`config.mk`:
```
export PLATFORM = sky130hd
export DESIGN_NAME = bus_hold_snoop
export DESIGN_NICKNAME = d
export VERILOG_FILES = /design/src/shared/bus_hold_pkg.sv /design/src/snoop_tag_mem.sv /design/src/bus_hold_snoop.sv
export VERILOG_INCLUDE_DIRS = /design/src /design/src/shared
export SDC_FILE = /design/constraint.sdc
export NUM_CORES = 1
export LEC_CHECK = 0
export ABC_AREA = 1
export BUFFER_PORTS_ARGS = -buffer_cell sky130_fd_sc_hd__buf_2
export CAP_MARGIN = 20
export CORE_UTILIZATION = 60
export DETAILED_ROUTE_END_ITERATION = 10
export MAX_ROUTING_LAYER = met4
export PLACE_DENSITY = 0.76
export SETUP_SLACK_MARGIN = 0.15
export SLEW_MARGIN = 20
export SYNTH_ARGS = -nofsm -noshare
export SYNTH_HDL_FRONTEND = slang
export SYNTH_SLANG_ARGS = --single-unit
```
`constraint.sdc`:
```
create_clock -name sys_clk -period 2.7 [get_ports sys_clk]
set_input_delay 0.135 -clock sys_clk [delete_from_list [all_inputs] [get_ports sys_clk]]
set_output_delay 0.135 -clock sys_clk [all_outputs]
set_load 0.05 [all_outputs]
```
`src/shared/bus_hold_consts.svh`:
```
/*
 * Named constants for the bus hold and snoop response block.
 * Assumes inclusion by bare name from design files; definitions only.
 */
`ifndef BUS_HOLD_CONSTS_SVH
`define BUS_HOLD_CONSTS_SVH

`define SNOOP_START_DELAY 2'h2
`define LINE_TAG_W 27
`define CACHE_LINES 8
`define CACHE_IDX_W 3
`define MAX_OUTSTANDING 2'h2
`define BURST_BEATS 2'h3

`endif

```
`src/shared/bus_hold_pkg.sv`:
```
/*
 * Types shared by the bus hold and snoop response design.
 * Assumes nothing of its surroundings.
 */
`default_nettype none
package bus_hold_pkg;

    // Gray-coded hold handshake states
    typedef enum logic [1:0] {
        HOLD_IDLE = 2'b00,
        HOLD_DRAIN = 2'b01,
        HOLD_GRANTED = 2'b11
    } hold_state_t;

    typedef enum logic [1:0] {
        LINE_INVALID = 2'b00,
        LINE_SHARED = 2'b01,
        LINE_EXCLUSIVE = 2'b11,
        LINE_MODIFIED = 2'b10
    } line_state_t;

endpackage
`default_nettype wire

```
`src/snoop_tag_mem.sv`:
```
/*
 * Small tag and state memory standing in for the cache directory.
 * Assumes one writer (the core side) and one registered read port.
 */
`timescale 1ns/100ps
`default_nettype none
`include "bus_hold_consts.svh"

module snoop_tag_mem (
    input wire logic sys_clk,
    input wire logic rst,
    input wire logic wr_en,
    input wire logic [`CACHE_IDX_W-1:0] wr_idx,
    input wire logic [`LINE_TAG_W-1:0] wr_tag,
    input wire logic [1:0] wr_state,
    input wire logic [`CACHE_IDX_W-1:0] rd_idx,
    output logic [`LINE_TAG_W-1:0] rd_tag_ff,
    output logic [1:0] rd_state_ff
);

    logic [`LINE_TAG_W-1:0] tag_mem [`CACHE_LINES];
    logic [1:0] state_mem [`CACHE_LINES];

    // =====================================================
    // Storage
    always_ff @(posedge sys_clk) begin
        if (wr_en) begin
            tag_mem[wr_idx] <= wr_tag;
        end
    end

    // State is cleared at reset so no stale line can hit
    genvar gi;
    generate
        for (gi = 0; gi < `CACHE_LINES; gi = gi + 1) begin : g_state
            always_ff @(posedge sys_clk) begin
                if (rst) begin
                    state_mem[gi] <= 2'h0;
                end else if (wr_en &&
                        wr_idx == `CACHE_IDX_W'(gi)) begin
                    state_mem[gi] <= wr_state;
                end
            end
        end
    endgenerate

    // =====================================================
    // Registered read
    always_ff @(posedge sys_clk) begin
        if (rst) begin
            rd_tag_ff <= '0;
            rd_state_ff <= 2'h0;
        end else begin
            rd_tag_ff <= tag_mem[rd_idx];
            rd_state_ff <= state_mem[rd_idx];
        end
    end

endmodule
`default_nettype wire

```
`src/bus_hold_snoop.sv`:
```
/*
 * Bus hold handshake and inquire-cycle response of the processor bus.
 * Assumes all inputs synchronous to sys_clk; the core bus logic reports
 * its own strobes on cycle_addr_strobe and its locks on core_locked.
 * Active-low pins are presented here as active-high levels.
 */
`timescale 1ns/100ps
`default_nettype none
`include "bus_hold_consts.svh"

// Function
// - Snoop hit when inquired line is valid: modified, exclusive or shared.
// - Hit changes only the edge after snoop strobe; holds till next inquire.
// - Dirty asserted for modified line; a writeback of it is requested.
// - Snoop on line already being written back: dirty, no second writeback.
// - Dirty result presented edge after snoop strobe; negated value holds.
// - Dirty stays through writeback, drops edge after its last burst ready; code drops it on the first final burst ready of any cycle.
// - On request, finish cycles and float on the same edge as ack; never inside a lock.
// - While acked, float address, strobes, data, status, lock and the rest.
// - Cycle in progress: ack one edge after its final burst ready.
// - Bus idle: ack one edge after request sampled.
// - Ack negated one edge after request sampled negated.
// - Ack assertion ignores the backoff input.
// - Bus floated on every clock with ack asserted.
// - Ack always driven except test float, glitch free from a flop.
// - Request sampled every edge, honoured during warm restart or reset.
// - Snoop strobe sampled from two edges after ack asserted.
module bus_hold_snoop (
    input wire logic sys_clk,
    input wire logic rst,
    input wire logic test_float,
    input wire logic bus_hold_req,
    input wire logic backoff_in,
    input wire logic cycle_addr_strobe,
    input wire logic burst_ready_in,
    input wire logic last_beat,
    input wire logic core_locked,
    input wire logic snoop_addr_strobe,
    input wire logic [31:3] snoop_addr,
    input wire logic tag_wr_en,
    input wire logic [`CACHE_IDX_W-1:0] tag_wr_idx,
    input wire logic [`LINE_TAG_W-1:0] tag_wr_tag,
    input wire logic [1:0] tag_wr_state,
    output logic bus_grant_ack_ff,
    output logic bus_grant_ack_oe_ff,
    output logic bus_float_ff,
    output logic snoop_match_ff,
    output logic snoop_match_oe_ff,
    output logic snoop_dirty_out_ff,
    output logic snoop_dirty_oe_ff,
    output logic wb_req_ff
);

    bus_hold_pkg::hold_state_t state_ff;
    bus_hold_pkg::hold_state_t nxt_state;
    logic [1:0] outstanding_ff;
    logic [1:0] snoop_wait_ff;
    logic snoop_pend_ff;
    logic [`LINE_TAG_W-1:0] snoop_tag_ff;
    logic [`LINE_TAG_W-1:0] rd_tag;
    logic [1:0] rd_state;
    logic wb_active_ff;
    logic [`LINE_TAG_W-1:0] wb_tag_ff;
    logic final_ready;
    logic bus_idle;
    logic snoop_ok;
    logic hit;
    logic dirty;

    function automatic logic [`CACHE_IDX_W-1:0] line_idx(
        input logic [31:3] a
    );
        line_idx = a[`CACHE_IDX_W+4:5];
    endfunction

    function automatic logic [`LINE_TAG_W-1:0] line_tag(
        input logic [31:3] a
    );
        line_tag = a[31:32-`LINE_TAG_W];
    endfunction

    // =====================================================
    // Outstanding cycle tracking
    assign final_ready = burst_ready_in && last_beat;
    assign bus_idle = (outstanding_ff == 2'h0);

    always_ff @(posedge sys_clk) begin
        if (rst || backoff_in) begin
            outstanding_ff <= 2'h0;
        end else begin
            case ({cycle_addr_strobe && !bus_float_ff,
                    final_ready && outstanding_ff != 2'h0})
                2'b10: outstanding_ff <= outstanding_ff + 2'h1;
                2'b01: outstanding_ff <= outstanding_ff - 2'h1;
                default: outstanding_ff <= outstanding_ff;
            endcase
        end
    end

    // =====================================================
    // Hold handshake; the request is honoured even in reset
    always_comb begin
        nxt_state = state_ff;
        case (state_ff)
            bus_hold_pkg::HOLD_IDLE: begin
                if (bus_hold_req) begin
                    nxt_state = bus_hold_pkg::HOLD_DRAIN;
                end
            end
            bus_hold_pkg::HOLD_DRAIN: begin
                if (!bus_hold_req) begin
                    nxt_state = bus_hold_pkg::HOLD_IDLE;
                end else if (!core_locked && (bus_idle ||
                        (outstanding_ff == 2'h1 && final_ready))) begin
                    nxt_state = bus_hold_pkg::HOLD_GRANTED;
                end
            end
            bus_hold_pkg::HOLD_GRANTED: begin
                if (!bus_hold_req) begin
                    nxt_state = bus_hold_pkg::HOLD_IDLE;
                end
            end
            default: nxt_state = bus_hold_pkg::HOLD_IDLE;
        endcase
    end

    // Idle bus with request: grant at once, one edge after sampling
    always_ff @(posedge sys_clk) begin
        if (bus_hold_req && !core_locked &&
                (state_ff != bus_hold_pkg::HOLD_GRANTED) &&
                (bus_idle && !cycle_addr_strobe ||
                 outstanding_ff == 2'h1 && final_ready)) begin
            state_ff <= bus_hold_pkg::HOLD_GRANTED;
        end else if (rst && !bus_hold_req) begin
            state_ff <= bus_hold_pkg::HOLD_IDLE;
        end else begin
            state_ff <= nxt_state;
        end
    end

    // Ack and float from the same flop decision: no glitch, no gap
    always_ff @(posedge sys_clk) begin
        bus_grant_ack_ff <= (nxt_state == bus_hold_pkg::HOLD_GRANTED) ||
            (bus_hold_req && !core_locked &&
             state_ff != bus_hold_pkg::HOLD_GRANTED &&
             (bus_idle && !cycle_addr_strobe ||
              outstanding_ff == 2'h1 && final_ready));
        bus_grant_ack_oe_ff <= !test_float;
    end

    // Float also covers backoff so a pending cycle cannot drive
    always_ff @(posedge sys_clk) begin
        if (rst) begin
            bus_float_ff <= 1'b1;
        end else begin
            bus_float_ff <= backoff_in || (bus_hold_req && !core_locked &&
                state_ff != bus_hold_pkg::HOLD_GRANTED &&
                (bus_idle && !cycle_addr_strobe ||
                 outstanding_ff == 2'h1 && final_ready)) ||
                (nxt_state == bus_hold_pkg::HOLD_GRANTED);
        end
    end

    // =====================================================
    // Snoop strobe qualification
    always_ff @(posedge sys_clk) begin
        if (rst || !bus_grant_ack_ff) begin
            snoop_wait_ff <= 2'h0;
        end else if (snoop_wait_ff != `SNOOP_START_DELAY - 2'h1) begin
            snoop_wait_ff <= snoop_wait_ff + 2'h1;
        end
    end

    // Strobe ignored the edge after one is taken, and while dirty
    // Count only starts the edge after ack rose, hence one less
    assign snoop_ok = snoop_addr_strobe && !snoop_pend_ff &&
        !snoop_dirty_out_ff &&
        (!bus_grant_ack_ff ||
         snoop_wait_ff == `SNOOP_START_DELAY - 2'h1);

    always_ff @(posedge sys_clk) begin
        if (rst) begin
            snoop_pend_ff <= 1'b0;
            snoop_tag_ff <= '0;
        end else begin
            snoop_pend_ff <= snoop_ok;
            if (snoop_ok) begin
                snoop_tag_ff <= line_tag(snoop_addr);
            end
        end
    end

    snoop_tag_mem u_tag_mem (
        .sys_clk(sys_clk),
        .rst(rst),
        .wr_en(tag_wr_en),
        .wr_idx(tag_wr_idx),
        .wr_tag(tag_wr_tag),
        .wr_state(tag_wr_state),
        .rd_idx(line_idx(snoop_addr)),
        .rd_tag_ff(rd_tag),
        .rd_state_ff(rd_state)
    );

    // =====================================================
    // Hit and dirty results
    // Directory lookup is registered, so the result lands on the edge
    // after the strobe is taken
    assign hit = (rd_tag == snoop_tag_ff) &&
        (rd_state != bus_hold_pkg::LINE_INVALID);
    assign dirty = (rd_tag == snoop_tag_ff) &&
        (rd_state == bus_hold_pkg::LINE_MODIFIED);

    always_ff @(posedge sys_clk) begin
        if (rst) begin
            snoop_match_ff <= 1'b0;
        end else if (snoop_pend_ff) begin
            snoop_match_ff <= hit;
        end
        snoop_match_oe_ff <= !test_float;
        snoop_dirty_oe_ff <= !test_float;
    end

    // Writeback ownership: the line in flight is never queued twice
    always_ff @(posedge sys_clk) begin
        if (rst) begin
            snoop_dirty_out_ff <= 1'b0;
            wb_req_ff <= 1'b0;
            wb_active_ff <= 1'b0;
            wb_tag_ff <= '0;
        end else if (snoop_pend_ff) begin
            snoop_dirty_out_ff <= dirty || (wb_active_ff &&
                wb_tag_ff == snoop_tag_ff);
            wb_req_ff <= dirty && !(wb_active_ff &&
                wb_tag_ff == snoop_tag_ff);
            if (dirty) begin
                wb_active_ff <= 1'b1;
                wb_tag_ff <= snoop_tag_ff;
            end
        end else begin
            wb_req_ff <= 1'b0;
            if (wb_active_ff && final_ready && !bus_float_ff) begin
                snoop_dirty_out_ff <= 1'b0;
                wb_active_ff <= 1'b0;
            end
        end
    end

endmodule
`default_nettype wire

```
==> run summary, run 1 <==
status - complete, no violations
drt first-iter violations - 798
Reg2Reg Capture Point - wb_tag_ff[5]$_SDFFE_PP0P_
Max VDD drop - 0.548 mV
routed vias/inst - 5.49
final period utilization - 73.4%
RSZ-0062 raised after global routing - no
Total Routing Usage GR - 27.4%
Filler cells - 1,497
CTS clk-pin slew, worst paths - 60 ps
Final Hold Viols - 0
Final Core Density - 72.2%
initial antenna violation count - 0
fin nets - 1,508
Area growth syn-to-layout - 18.1%
IO Port Bufs - 77
Avg WL per Cell - 17.1 um
Root Buffer - clkbuf_16
vias - 9,526
power consumption - 11.1 mW
cells after synthesis - 1,298
fin. max-slew vios - 0
Core ar. - 21,800 um2
Post-DRT Antenna Nets - 0
CP Data Required Time - 3140 ps
Avg Cell Area, Syn - 10.3 um2
P_leak - 6.05 nW
Reg2Reg Setup Slack - 720 ps
total gr overflow - 0
H-Tree Depth - 2
synthesized flop and latch total - 329
gp weighted congestion - 0.955
synth unique cells - 30
largest net degree at the start of global routing - 69
Critical Path End Type - flop
Slew HR - 53.1%
Final Cell Area - 15,700 um2
die height - 151 um
Worst EP arrival - 2420 ps
first-pass GRT wire length - 45,600 um
worst hold stages - 4
Placed Cells - 1,616
# rows - 54
Reg2Reg Depth - 10
dominant cell type by area after synthesis - edfxtp_1
total clock sinks - 329
setup bufs post-CTS - 0
drt first pass iters - 5
highest clock rate - 504 MHz
total CTS buffers - 34
Post-Route Skew - 5.90 ps
final non-filler cell total - 1,734
CTS tree - yes
HPWL Detailed - 17,800 um
Slew @ Worst Pin - 703 ps
Die ar. - 22,800 um2
Die X - 151 um
hold slack - 56.7 ps
CTS max path bufs - 3
ant diodes - 0
total length of routed wires - 29,600 um
Tmin final - 1980 ps
Max Cap Viol - 0
DP Worst Slack - 754 ps
Crit Path Category - flop to flop
Clk Latency, worst-skew pair - 500 ps
hold endpoint - state_ff[1]$_SDFF_PP1_
setup TNS - 0 ps
endpoints failing setup - 0
CTS Hold Bufs - 60
Synth top area share - 52.3%
placed inst area - 14,000 um2
r2r startpoint - snoop_tag_ff[12]$_SDFFE_PP0P_
largest cells by area after synthesis - edfxtp_1 (52%), dfxtp_1 (15%), nor2_1 (8.1%)
setup ws final - 717 ps
PwrDens - 709 nW/um2
Worst setup SP type - flop
Hold Path Origin - cycle_addr_strobe
Synthesis Warnings - 0
Initial Util - 61.2%
Seq/Total Area, Yosys - 66.9%
layout cell share with drive strength beyond 1 - 12.0%
number of global-route vias before repair - 9,034
CTS resizes - 0
Max FO, Critical Path - 40
number of remaining DRC errors - 0
Ports - 80
Syn Std Cell Area - 13,300 um2
Mapped Nets - 1,374
Worst Hold Class - input pin to flop
==> logic make-up after synthesis <==
| family | Yosys count | synth area share, % |
|---|---|---|
| compound gates | 283 | 11.3 |
| fa+ha+maj | 4 | 0.376 |
| flops | 329 | 66.9 |
| simple gates | 490 | 14.4 |
| xor+xnor | 31 | 2.04 |
| buf+inv | 161 | 5.01 |
==> Yosys cell counts, drive strengths merged <==
cell type,count
a211oi,1
a21oi,32
a31oi,29
buf,20
clkbuf,47
dfxtp,97
edfxtp,232
ha,4
inv,94
nand2,174
nand3,9
nand4,14
nor2,289
nor3,2
nor3b,1
o211ai,1
o21ai,190
o221ai,1
o22ai,29
or2,1
xnor2,26
xor2,5
==> worst max-delay path, cell delays in order, from the launching register on <==
cell	delay [ps]
dfxtp_1	440
xnor2_1	140
nand2_1	100
nor2_1	110
nand2_1	60
nor2_2	130
nand3_2	360
buf_12	330
nand2_1	70
nand2_1	40
nor2_1	110
==> worst max path at each step <==
| stage | cells after the start | slack [ps] | endpoint | start |
|---|---|---|---|---|
| 2_1_floorplan | 6 | 750 | u_tag_mem.state_mem[0][0]$_SDFFCE_PN0P_ | tag_wr_en |
| 5_1_grt | 10 | 490 | wb_tag_ff[5]$_SDFFE_PP0P_ | snoop_tag_ff[12]$_SDFFE_PP0P_ |
| 6_report | 10 | 720 | wb_tag_ff[5]$_SDFFE_PP0P_ | snoop_tag_ff[12]$_SDFFE_PP0P_ |
| 3_5_place_dp | 10 | 750 | wb_tag_ff[4]$_SDFFE_PP0P_ | snoop_tag_ff[8]$_SDFFE_PP0P_ |
| 3_3_place_gp | 9 | 810 | wb_tag_ff[10]$_SDFFE_PP0P_ | snoop_tag_ff[8]$_SDFFE_PP0P_ |
| 4_1_cts | 10 | 710 | wb_tag_ff[5]$_SDFFE_PP0P_ | snoop_tag_ff[8]$_SDFFE_PP0P_ |
==> report_power, final <==
group / switching (mW) / total [mW] / internal [mW]
Clock: 1.83 / 4.48 / 2.65
Combinational: 0.576 / 0.926 / 0.351
Sequential: 0.120 / 5.74 / 5.62
Total: 2.52 / 11.1 / 8.61
==> registers in the layout, summed over array words and instances (netlist names) <==
name	count
snoop_dirty_oe_ff	1
u_tag_mem.tag_mem	216
wb_req_ff	1
bus_grant_ack_ff	1
snoop_pend_ff	1
snoop_dirty_out_ff	1
u_tag_mem.rd_state_ff	2
u_tag_mem.rd_tag_ff	27
snoop_wait_ff	2
state_ff	2
outstanding_ff	2
wb_tag_ff	27
u_tag_mem.state_mem	16
snoop_tag_ff	27
wb_active_ff	1
bus_float_ff	1
snoop_match_ff	1
==> layer usage <==
layer | part of all wire, % | global-route usage, % | wire length [um] | up-vias
li1 | - | - | - | 4675
met1 | 42 | 34.4 | 12300 | 4390
met2 | 48 | 44.2 | 14200 | 388
met3 | 7.2 | 4.28 | 2130 | 73
met4 | 3.3 | 11.9 | 977 | 0
met5 | 0 | - | 0 | -
==> final cells by class <==
type | count | area, um2 | share of cell area (%)
multi-input cells | 808 | 3760 | 23.9
flip-flops and latches | 329 | 8910 | 56.7
repair buffers | 165 | 1270 | 8.11
clock buffers | 44 | 940 | 5.98
well taps | 280 | 350 | 2.23
inverters | 94 | 353 | 2.25
clock inverters | 14 | 128 | 0.812
==> layout by cell type (no fill, tap or decap) <==
master and count:
o21ai_1 3, buf_4 23, or2_1 1, clkinv_2 7, clkbuf_16 35, nor2_2 10, nor3_1 1, nor2_1 279
clkinv_4 1, nand4_1 14, o221ai_1 1, clkinvlp_4 1, o21ai_0 187, buf_2 76, xor2_1 5, inv_2 6
xnor2_1 26, clkbuf_8 3, bufinv_16 2, o211ai_1 1, inv_1 88, nor3_2 1, buf_12 6, a21oi_1 32
dlygate4sd3_1 60, clkinv_1 2, nand3_2 3, edfxtp_1 232, o22ai_1 29, nand3_1 6, dfxtp_1 97, a211oi_1 1
nand2_1 174, a31oi_1 29, ha_1 4, clkbuf_1 6, nor3b_1 1, inv_6 1
(Power assumes the default switching activity.)
==> run 2: changes to the inputs <==
--- a/config.mk
+++ b/config.mk
@@ -6,13 +6,13 @@
 export SDC_FILE = /design/constraint.sdc
 export NUM_CORES = 1
 export LEC_CHECK = 0
-export ABC_AREA = 1
+export ABC_AREA = 0
 export BUFFER_PORTS_ARGS = -buffer_cell sky130_fd_sc_hd__buf_2
 export CAP_MARGIN = 20
-export CORE_UTILIZATION = 60
+export CORE_UTILIZATION = 54
 export DETAILED_ROUTE_END_ITERATION = 10
 export MAX_ROUTING_LAYER = met4
-export PLACE_DENSITY = 0.76
+export PLACE_DENSITY = 0.72
 export SETUP_SLACK_MARGIN = 0.15
 export SLEW_MARGIN = 20
 export SYNTH_ARGS = -nofsm -noshare
==> constraint.sdc (replaced) <==
create_clock -name sys_clk -period 1.69 [get_ports sys_clk]
set_input_delay 0.0845 -clock sys_clk [delete_from_list [all_inputs] [get_ports sys_clk]]
set_output_delay 0.0845 -clock sys_clk [all_outputs]
set_load 0.05 [all_outputs]
==> run summary, run 2 <==
Synthesis Warnings - 0 (unchanged)
hold slack - 79.9 ps (+23.2 ps)
endpoints failing setup - 28 (+28)
Max FO, Critical Path - 5 (-88%)
drt first pass iters - 5 (unchanged)
largest net degree at the start of global routing - 49 (-29%)
Reg2Reg Depth - 8 (-2)
Clk Latency, worst-skew pair - 520 ps (+20 ps)
total length of routed wires - 28,800 um (-2.6%)
Worst setup SP type - flop
routed vias/inst - 5.76 (+4.8%)
commonest cells after routing, fill and taps aside - edfxtp_1 (232), dfxtp_1 (82), buf_2 (75)
CP Data Required Time - 2130 ps (-1010 ps)
Die X - 156 um (+3.3%)
setup TNS - -1030 ps (-1030 ps)
Seq/Total Area, Yosys - 69.7% (+2.7 points)
CTS max path bufs - 3 (unchanged)
status - finished with violations
crit-path most repeated cell - buf_6
Slew @ Worst Pin - 389 ps (-314 ps)
gp weighted congestion - 0.852 (-11%)
total gr overflow - 0 (unchanged)
cells after synthesis - 830 (-36%)
synthesized flop and latch total - 329 (unchanged)
P_leak - 5.90 nW (-2.5%)
Critical Path End Type - flop
Crit Path Category - flop to flop
Max stage delay on crit path - 330 ps (-110 ps)
Avg Cell Area, Syn - 15.4 um2 (+50%)
gr busiest metal - met2
top_reg_cell synth - edfxtp_1
Avg WL per Cell - 21.1 um (+23%)
total clock sinks - 329 (unchanged)
# rows - 55 (+1.9%)
CTS clk-pin slew, worst paths - 60 ps (about the same)
worst hold stages - 3 (-1)
Post-DRT Antenna Nets - 0 (unchanged)
Synth top area share - 54.5% (+2.1 points)
Initial Util - 55.8% (-5.4 points)
routing usage on met2 - 40.0% (-4.3 points)
max reg flops - 216 (unchanged)
initial antenna violation count - 0 (unchanged)
Max VDD drop - 0.894 mV (+63%)
Slew HR - 73.3% (+20 points)
first-pass GRT wire length - 43,300 um (-5.1%)
HPWL Detailed - 16,900 um (-5.2%)
crit path cell chain - xor2_1, nor4_1, buf_4, and4_4, buf_6, buf_6, nand4_1, a21oi_1
Core ar. - 22,900 um2 (+5.3%)
vias - 7,882 (-17%)
drt first-iter violations - 562 (-30%)
Max Cap Viol - 0 (unchanged)
Ports - 80 (unchanged)
Worst EP arrival - 2210 ps (-210 ps)
WP buf/inv - 3 (+2)
layout cell share with drive strength beyond 1 - 30.0% (+18 points)
Syn Std Cell Area - 12,800 um2 (-3.9%)
Area growth syn-to-layout - 26.7%
Placed Cells - 1,238 (-23%)
die height - 156 um (+3.3%)
synth cell count leaders - edfxtp_1 (232), dfxtp_1 (97), a21oi_1 (58), mux4_2 (58), nand2_1 (58)
Tmin final - 1770 ps (-208 ps)
number of global-route vias before repair - 7,880 (-13%)
IO Port Bufs - 77 (unchanged)
Post-Route Skew - 14.8 ps (+8.88 ps)
commonest non-fill, non-tap cell in the layout - edfxtp_1
met3 Use GR - 3.56% (-0.72 points)
Crit path depth - 8 (-2)
count leader, synth - edfxtp_1
CTS tree - yes
Top reg by flops - u_tag_mem.tag_mem
family with the most delay on the worst path - simple AND/OR/NAND/NOR gates
Root Buffer - clkbuf_16
Worst Hold Class - input pin to flop
H-Tree Depth - 2 (unchanged)
final period utilization - 105% (+32 points)
synth unique cells - 36 (+20%)
PwrDens - 1110 nW/um2 (+57%)
power consumption - 18.0 mW (+62%)
final non-filler cell total - 1,369 (-21%)
failing checks - negative setup slack
Die ar. - 24,300 um2 (+6.7%)
RSZ-0062 raised after global routing - yes
total CTS buffers - 34 (unchanged)
fin nets - 1,106 (-27%)
ant diodes - 0 (unchanged)
Post-synth EDFFs - 232 (unchanged)
dominant cell type by area after synthesis - edfxtp_1
asr flop ratio synth - 0% (unchanged)
Mapped Nets - 906 (-34%)
largest cells by area after synthesis - edfxtp_1 (54%), dfxtp_1 (15%), mux4_2 (10%)
setup ws final - -84.9 ps (-802 ps)
Final Hold Viols - 0 (unchanged)
fin. max-slew vios - 0 (unchanged)
number of remaining DRC errors - 0 (unchanged)
highest clock rate - 563 MHz (+12%)
Slowest cell on crit path - dfxtp_2
Total Routing Usage GR - 24.4% (-2.9 points)
GRT met1 Usage - 31.3% (-3.1 points)
## run 2: changes by cell type after synthesis, moves of 16 or more
cell      change
a21oi_1      +26
a31oi_1      -27
clkbuf_1     -18
inv_1        -75
mux2i_1      +29
mux4_2       +58
nand2_1     -116
nand4_1      +22
nor2_1      -232
o21ai_0     -178
o21ai_1      +16
o22ai_1      -29
xor2_1       +26
## run 2: final cells by class
type | count | area (um2)
Timing Repair Buffer | 215 | 1940
Fill cell | 1422 | 6710
Inverter | 15 | 56.3
Clock buffer | 43 | 906
Tap cell | 313 | 392
Sequential cell | 329 | 8930
Clock inverter | 19 | 208
Multi-Input combinational cell | 435 | 3780
## run 2: cells by family after synthesis
| kind of cell | Yosys count | share of synthesized area [%] |
|---|---|---|
| flip-flops | 329 | 69.7 |
| AO/OA/AOI/OAI | 92 | 3.71 |
| buffers and inverters | 66 | 2.29 |
| AND/OR/NAND/NOR | 195 | 7.56 |
| adder cells (fa/ha/maj) | 4 | 0.391 |
| multiplexers | 87 | 12.5 |
| XOR/XNOR | 57 | 3.90 |
## run 2: what timing repair did
item,in CTS,in global routing
pin swaps,25,18
setup endpoints to repair,32,40
gates cloned,4,4
resized for setup,34,44
hold endpoints to repair,257,0
buffers inserted,1,1
hold buffers,59,0
## run 2: through the flow
step,cell area (um2),util [%],setup slack [ps]
2_1_floorplan,12800,-,84.9
3_3_place_gp,14100,61.4,-33.3
3_5_place_dp,14100,61.4,-61.0
4_1_cts,15900,69.6,5.70
5_1_grt,16200,70.7,-160
6_report,16200,70.7,-84.9
## run 2: worst register-to-register path, delay by kind of cell (launching register included)
kind,cells,cell delay [ps]
DFF,1,330
xor gates and xnor gates,1,150
and+or+nand+nor,3,640
buffers and inverters,3,430
AOI/OAI and AO/OA,1,150
## run 2: routing by layer
layer  part of all wire (%)  wire length, um  up-vias
li1                       -                -     3536
met1                     41            11700     3919
met3                    7.5             2150       67
met2                     49            14200      360
met4                    2.9              833        0
met5                      0                0        -
## run 2: where the power goes
part	internal, mW	switching, mW	leakage, nW
Sequential	8.95	0.132	2.92
Combinational	0.716	0.802	2.43
Clock	4.44	2.98	0.551
## run 2: final timing paths
check                                             startpoint                                      end  slack, ps
worst max-delay path            snoop_tag_ff[6]$_SDFFE_PP0P_               wb_tag_ff[11]$_SDFFE_PP0P_        -80
worst min-delay path                           tag_wr_idx[2]  u_tag_mem.state_mem[6][0]$_SDFFCE_PN0P_         80
worst max register to register  snoop_tag_ff[6]$_SDFFE_PP0P_               wb_tag_ff[11]$_SDFFE_PP0P_        -80
worst min register to register        state_ff[1]$_SDFF_PP1_                   state_ff[0]$_SDFF_PP1_        450
==> run 3: changes to the inputs <==
--- a/config.mk
+++ b/config.mk
@@ -9,10 +9,10 @@
 export ABC_AREA = 0
 export BUFFER_PORTS_ARGS = -buffer_cell sky130_fd_sc_hd__buf_2
 export CAP_MARGIN = 20
-export CORE_UTILIZATION = 54
+export CORE_UTILIZATION = 40
 export DETAILED_ROUTE_END_ITERATION = 10
 export MAX_ROUTING_LAYER = met4
-export PLACE_DENSITY = 0.72
+export PLACE_DENSITY = 0.56
 export SETUP_SLACK_MARGIN = 0.15
 export SLEW_MARGIN = 20
 export SYNTH_ARGS = -nofsm -noshare
==> run summary, run 3 (synthesis gave the netlist of run 2 again) <==
Die ar. - 32,700 um2 (+35%)
power consumption - 17.8 mW (-0.98%)
highest clock rate - 597 MHz (+6.0%)
Root Buffer - clkbuf_16
largest net degree at the start of global routing - 63 (+29%)
Worst Hold Class - input pin to flop
Ports - 80 (unchanged)
CP Data Required Time - 2130 ps (about the same)
IO Port Bufs - 77 (unchanged)
routed vias/inst - 5.08 (-12%)
commonest non-fill, non-tap cell in the layout - edfxtp_1
fin nets - 1,093 (-1.2%)
CTS tree - yes
# rows - 65 (+18%)
Tmin final - 1670 ps (-101 ps)
gp weighted congestion - 0.795 (-6.7%)
DP Worst Slack - -136 ps (-75.3 ps)
final non-filler cell total - 1,444 (+5.5%)
Total Routing Usage GR - 17.7% (-6.7 points)
Max VDD drop - 0.710 mV (-21%)
Reg2Reg Setup Slack - 20 ps (+100 ps)
Post-DRT Antenna Nets - 0 (unchanged)
Critical Path End Type - flop
Placed Cells - 1,321 (+6.7%)
endpoints failing setup - 0 (-100%)
Core ar. - 31,500 um2 (+37%)
Initial Util - 40.6% (-15 points)
initial antenna violation count - 1 (+1)
CTS max path bufs - 3 (unchanged)
P_leak - 5.74 nW (-2.6%)
commonest cells after routing, fill and taps aside - edfxtp_1 (232), dfxtp_1 (82), buf_2 (75)
CTS clk-pin slew, worst paths - 50 ps (about the same)
Clk Latency, worst-skew pair - 520 ps (about the same)
Slew HR - 72.2% (-1.1 points)
Final Core Density - 50.9% (-20 points)
drt first-iter violations - 387 (-31%)
setup ws final - 15.7 ps (+101 ps)
PwrDens - 1110 nW/um2 (+0.17%)
total length of routed wires - 27,500 um (-4.7%)
fin. max-slew vios - 0 (unchanged)
Area growth syn-to-layout - 25.3%
Die X - 181 um (+16%)
first-pass GRT wire length - 42,900 um (-0.94%)
Max Cap Viol - 0 (unchanged)
die height - 181 um (+16%)
number of global-route vias before repair - 7,658 (-2.8%)
max reg flops - 216 (unchanged)
Slew @ Worst Pin - 405 ps (+16.0 ps)
Filler cells - 2,683 (+89%)
failing checks - design-rule violations
total gr overflow - 0 (unchanged)
drt first pass iters - 7 (+2)
Final Hold Viols - 0 (unchanged)
total CTS buffers - 36 (+5.9%)
Avg WL per Cell - 19.0 um (-9.7%)
Crit Path Category - flop to flop
HPWL Detailed - 16,700 um (-0.78%)
status - finished with violations
Worst EP arrival - 2110 ps (-100 ps)
H-Tree Depth - 2 (unchanged)
hold slack - 66.4 ps (-13.5 ps)
Top reg by flops - u_tag_mem.tag_mem
total clock sinks - 329 (unchanged)
RSZ-0062 raised after global routing - yes
Post-Route Skew - 19.6 ps (+4.84 ps)
number of remaining DRC errors - 2 (+2)
final period utilization - 99.1% (-6.0 points)
layout cell share with drive strength beyond 1 - 27.3% (-2.7 points)
Worst setup SP type - flop
Max FO, Critical Path - 19 (+14)
vias - 7,341 (-6.9%)
-- run 3: worst max-delay path, stage by stage, from the launching register on --
cell and delay, ps:
dfxtp_2 330, xor2_2 180, nor4_4 380, and3_4 290, buf_12 160, nand4_1 100
a21oi_1 150
-- run 3: layer usage --
layer  part of all wire [%]  wire length [um]  track usage [%]  vias to the layer above
li1                       -                 -                -                     3500
met1                     47             12900             23.6                     3645
met2                     47             13000             27.9                      148
met3                    3.9              1070             2.88                       48
met4                    2.0               558             5.16                        0
met5                      0                 0                -                        -
-- run 3: metrics by stage --
stage | instance area [um2] | TNS (ps)
2_1_floorplan | 12800 | 0
3_3_place_gp | 14200 | -2820
3_5_place_dp | 14200 | -3290
4_1_cts | 15900 | 0
5_1_grt | 16000 | -1310
6_report | 16000 | 0
-- run 3: worst paths after layout --
check,from,end,cells past startpoint
setup reg to reg,snoop_tag_ff[23]$_SDFFE_PP0P_,wb_tag_ff[26]$_SDFFE_PP0P_,6
hold reg to reg,state_ff[1]$_SDFF_PP1_,state_ff[0]$_SDFF_PP1_,1
hold / removal,tag_wr_idx[0],u_tag_mem.state_mem[7][0]$_SDFFCE_PN0P_,3
setup / recovery,snoop_tag_ff[23]$_SDFFE_PP0P_,wb_tag_ff[26]$_SDFFE_PP0P_,6
-- run 3: area by class of cell --
type,instances,area (um2),share of cell area [%]
well taps,402,503,3.14
diodes,1,2.50,0.0156
repair buffers,200,1740,10.9
inverters,15,56.3,0.352
multi-input cells,435,3690,23.0
clock buffers,48,966,6.03
clock inverters,14,134,0.836
flip-flops and latches,329,8930,55.7
-- run 3: power breakdown --
| part | leakage (nW) | switching [mW] | total, mW | internal [mW] |
|---|---|---|---|---|
| clock | 0.538 | 2.98 | 7.30 | 4.32 |
| sequential | 2.92 | 0.123 | 9.07 | 8.95 |
| combinational | 2.29 | 0.769 | 1.47 | 0.702 |
| total | 5.74 | 3.87 | 17.8 | 14.0 |
-- run 3: timing repair --
item	4_1_cts	5_1_grt
gates resized for setup	17	22
setup endpoints to repair	37	43
gates cloned	0	0
setup buffers	0	1
hold buffers	59	0
pin swaps	2	6
hold endpoints to repair	249	0
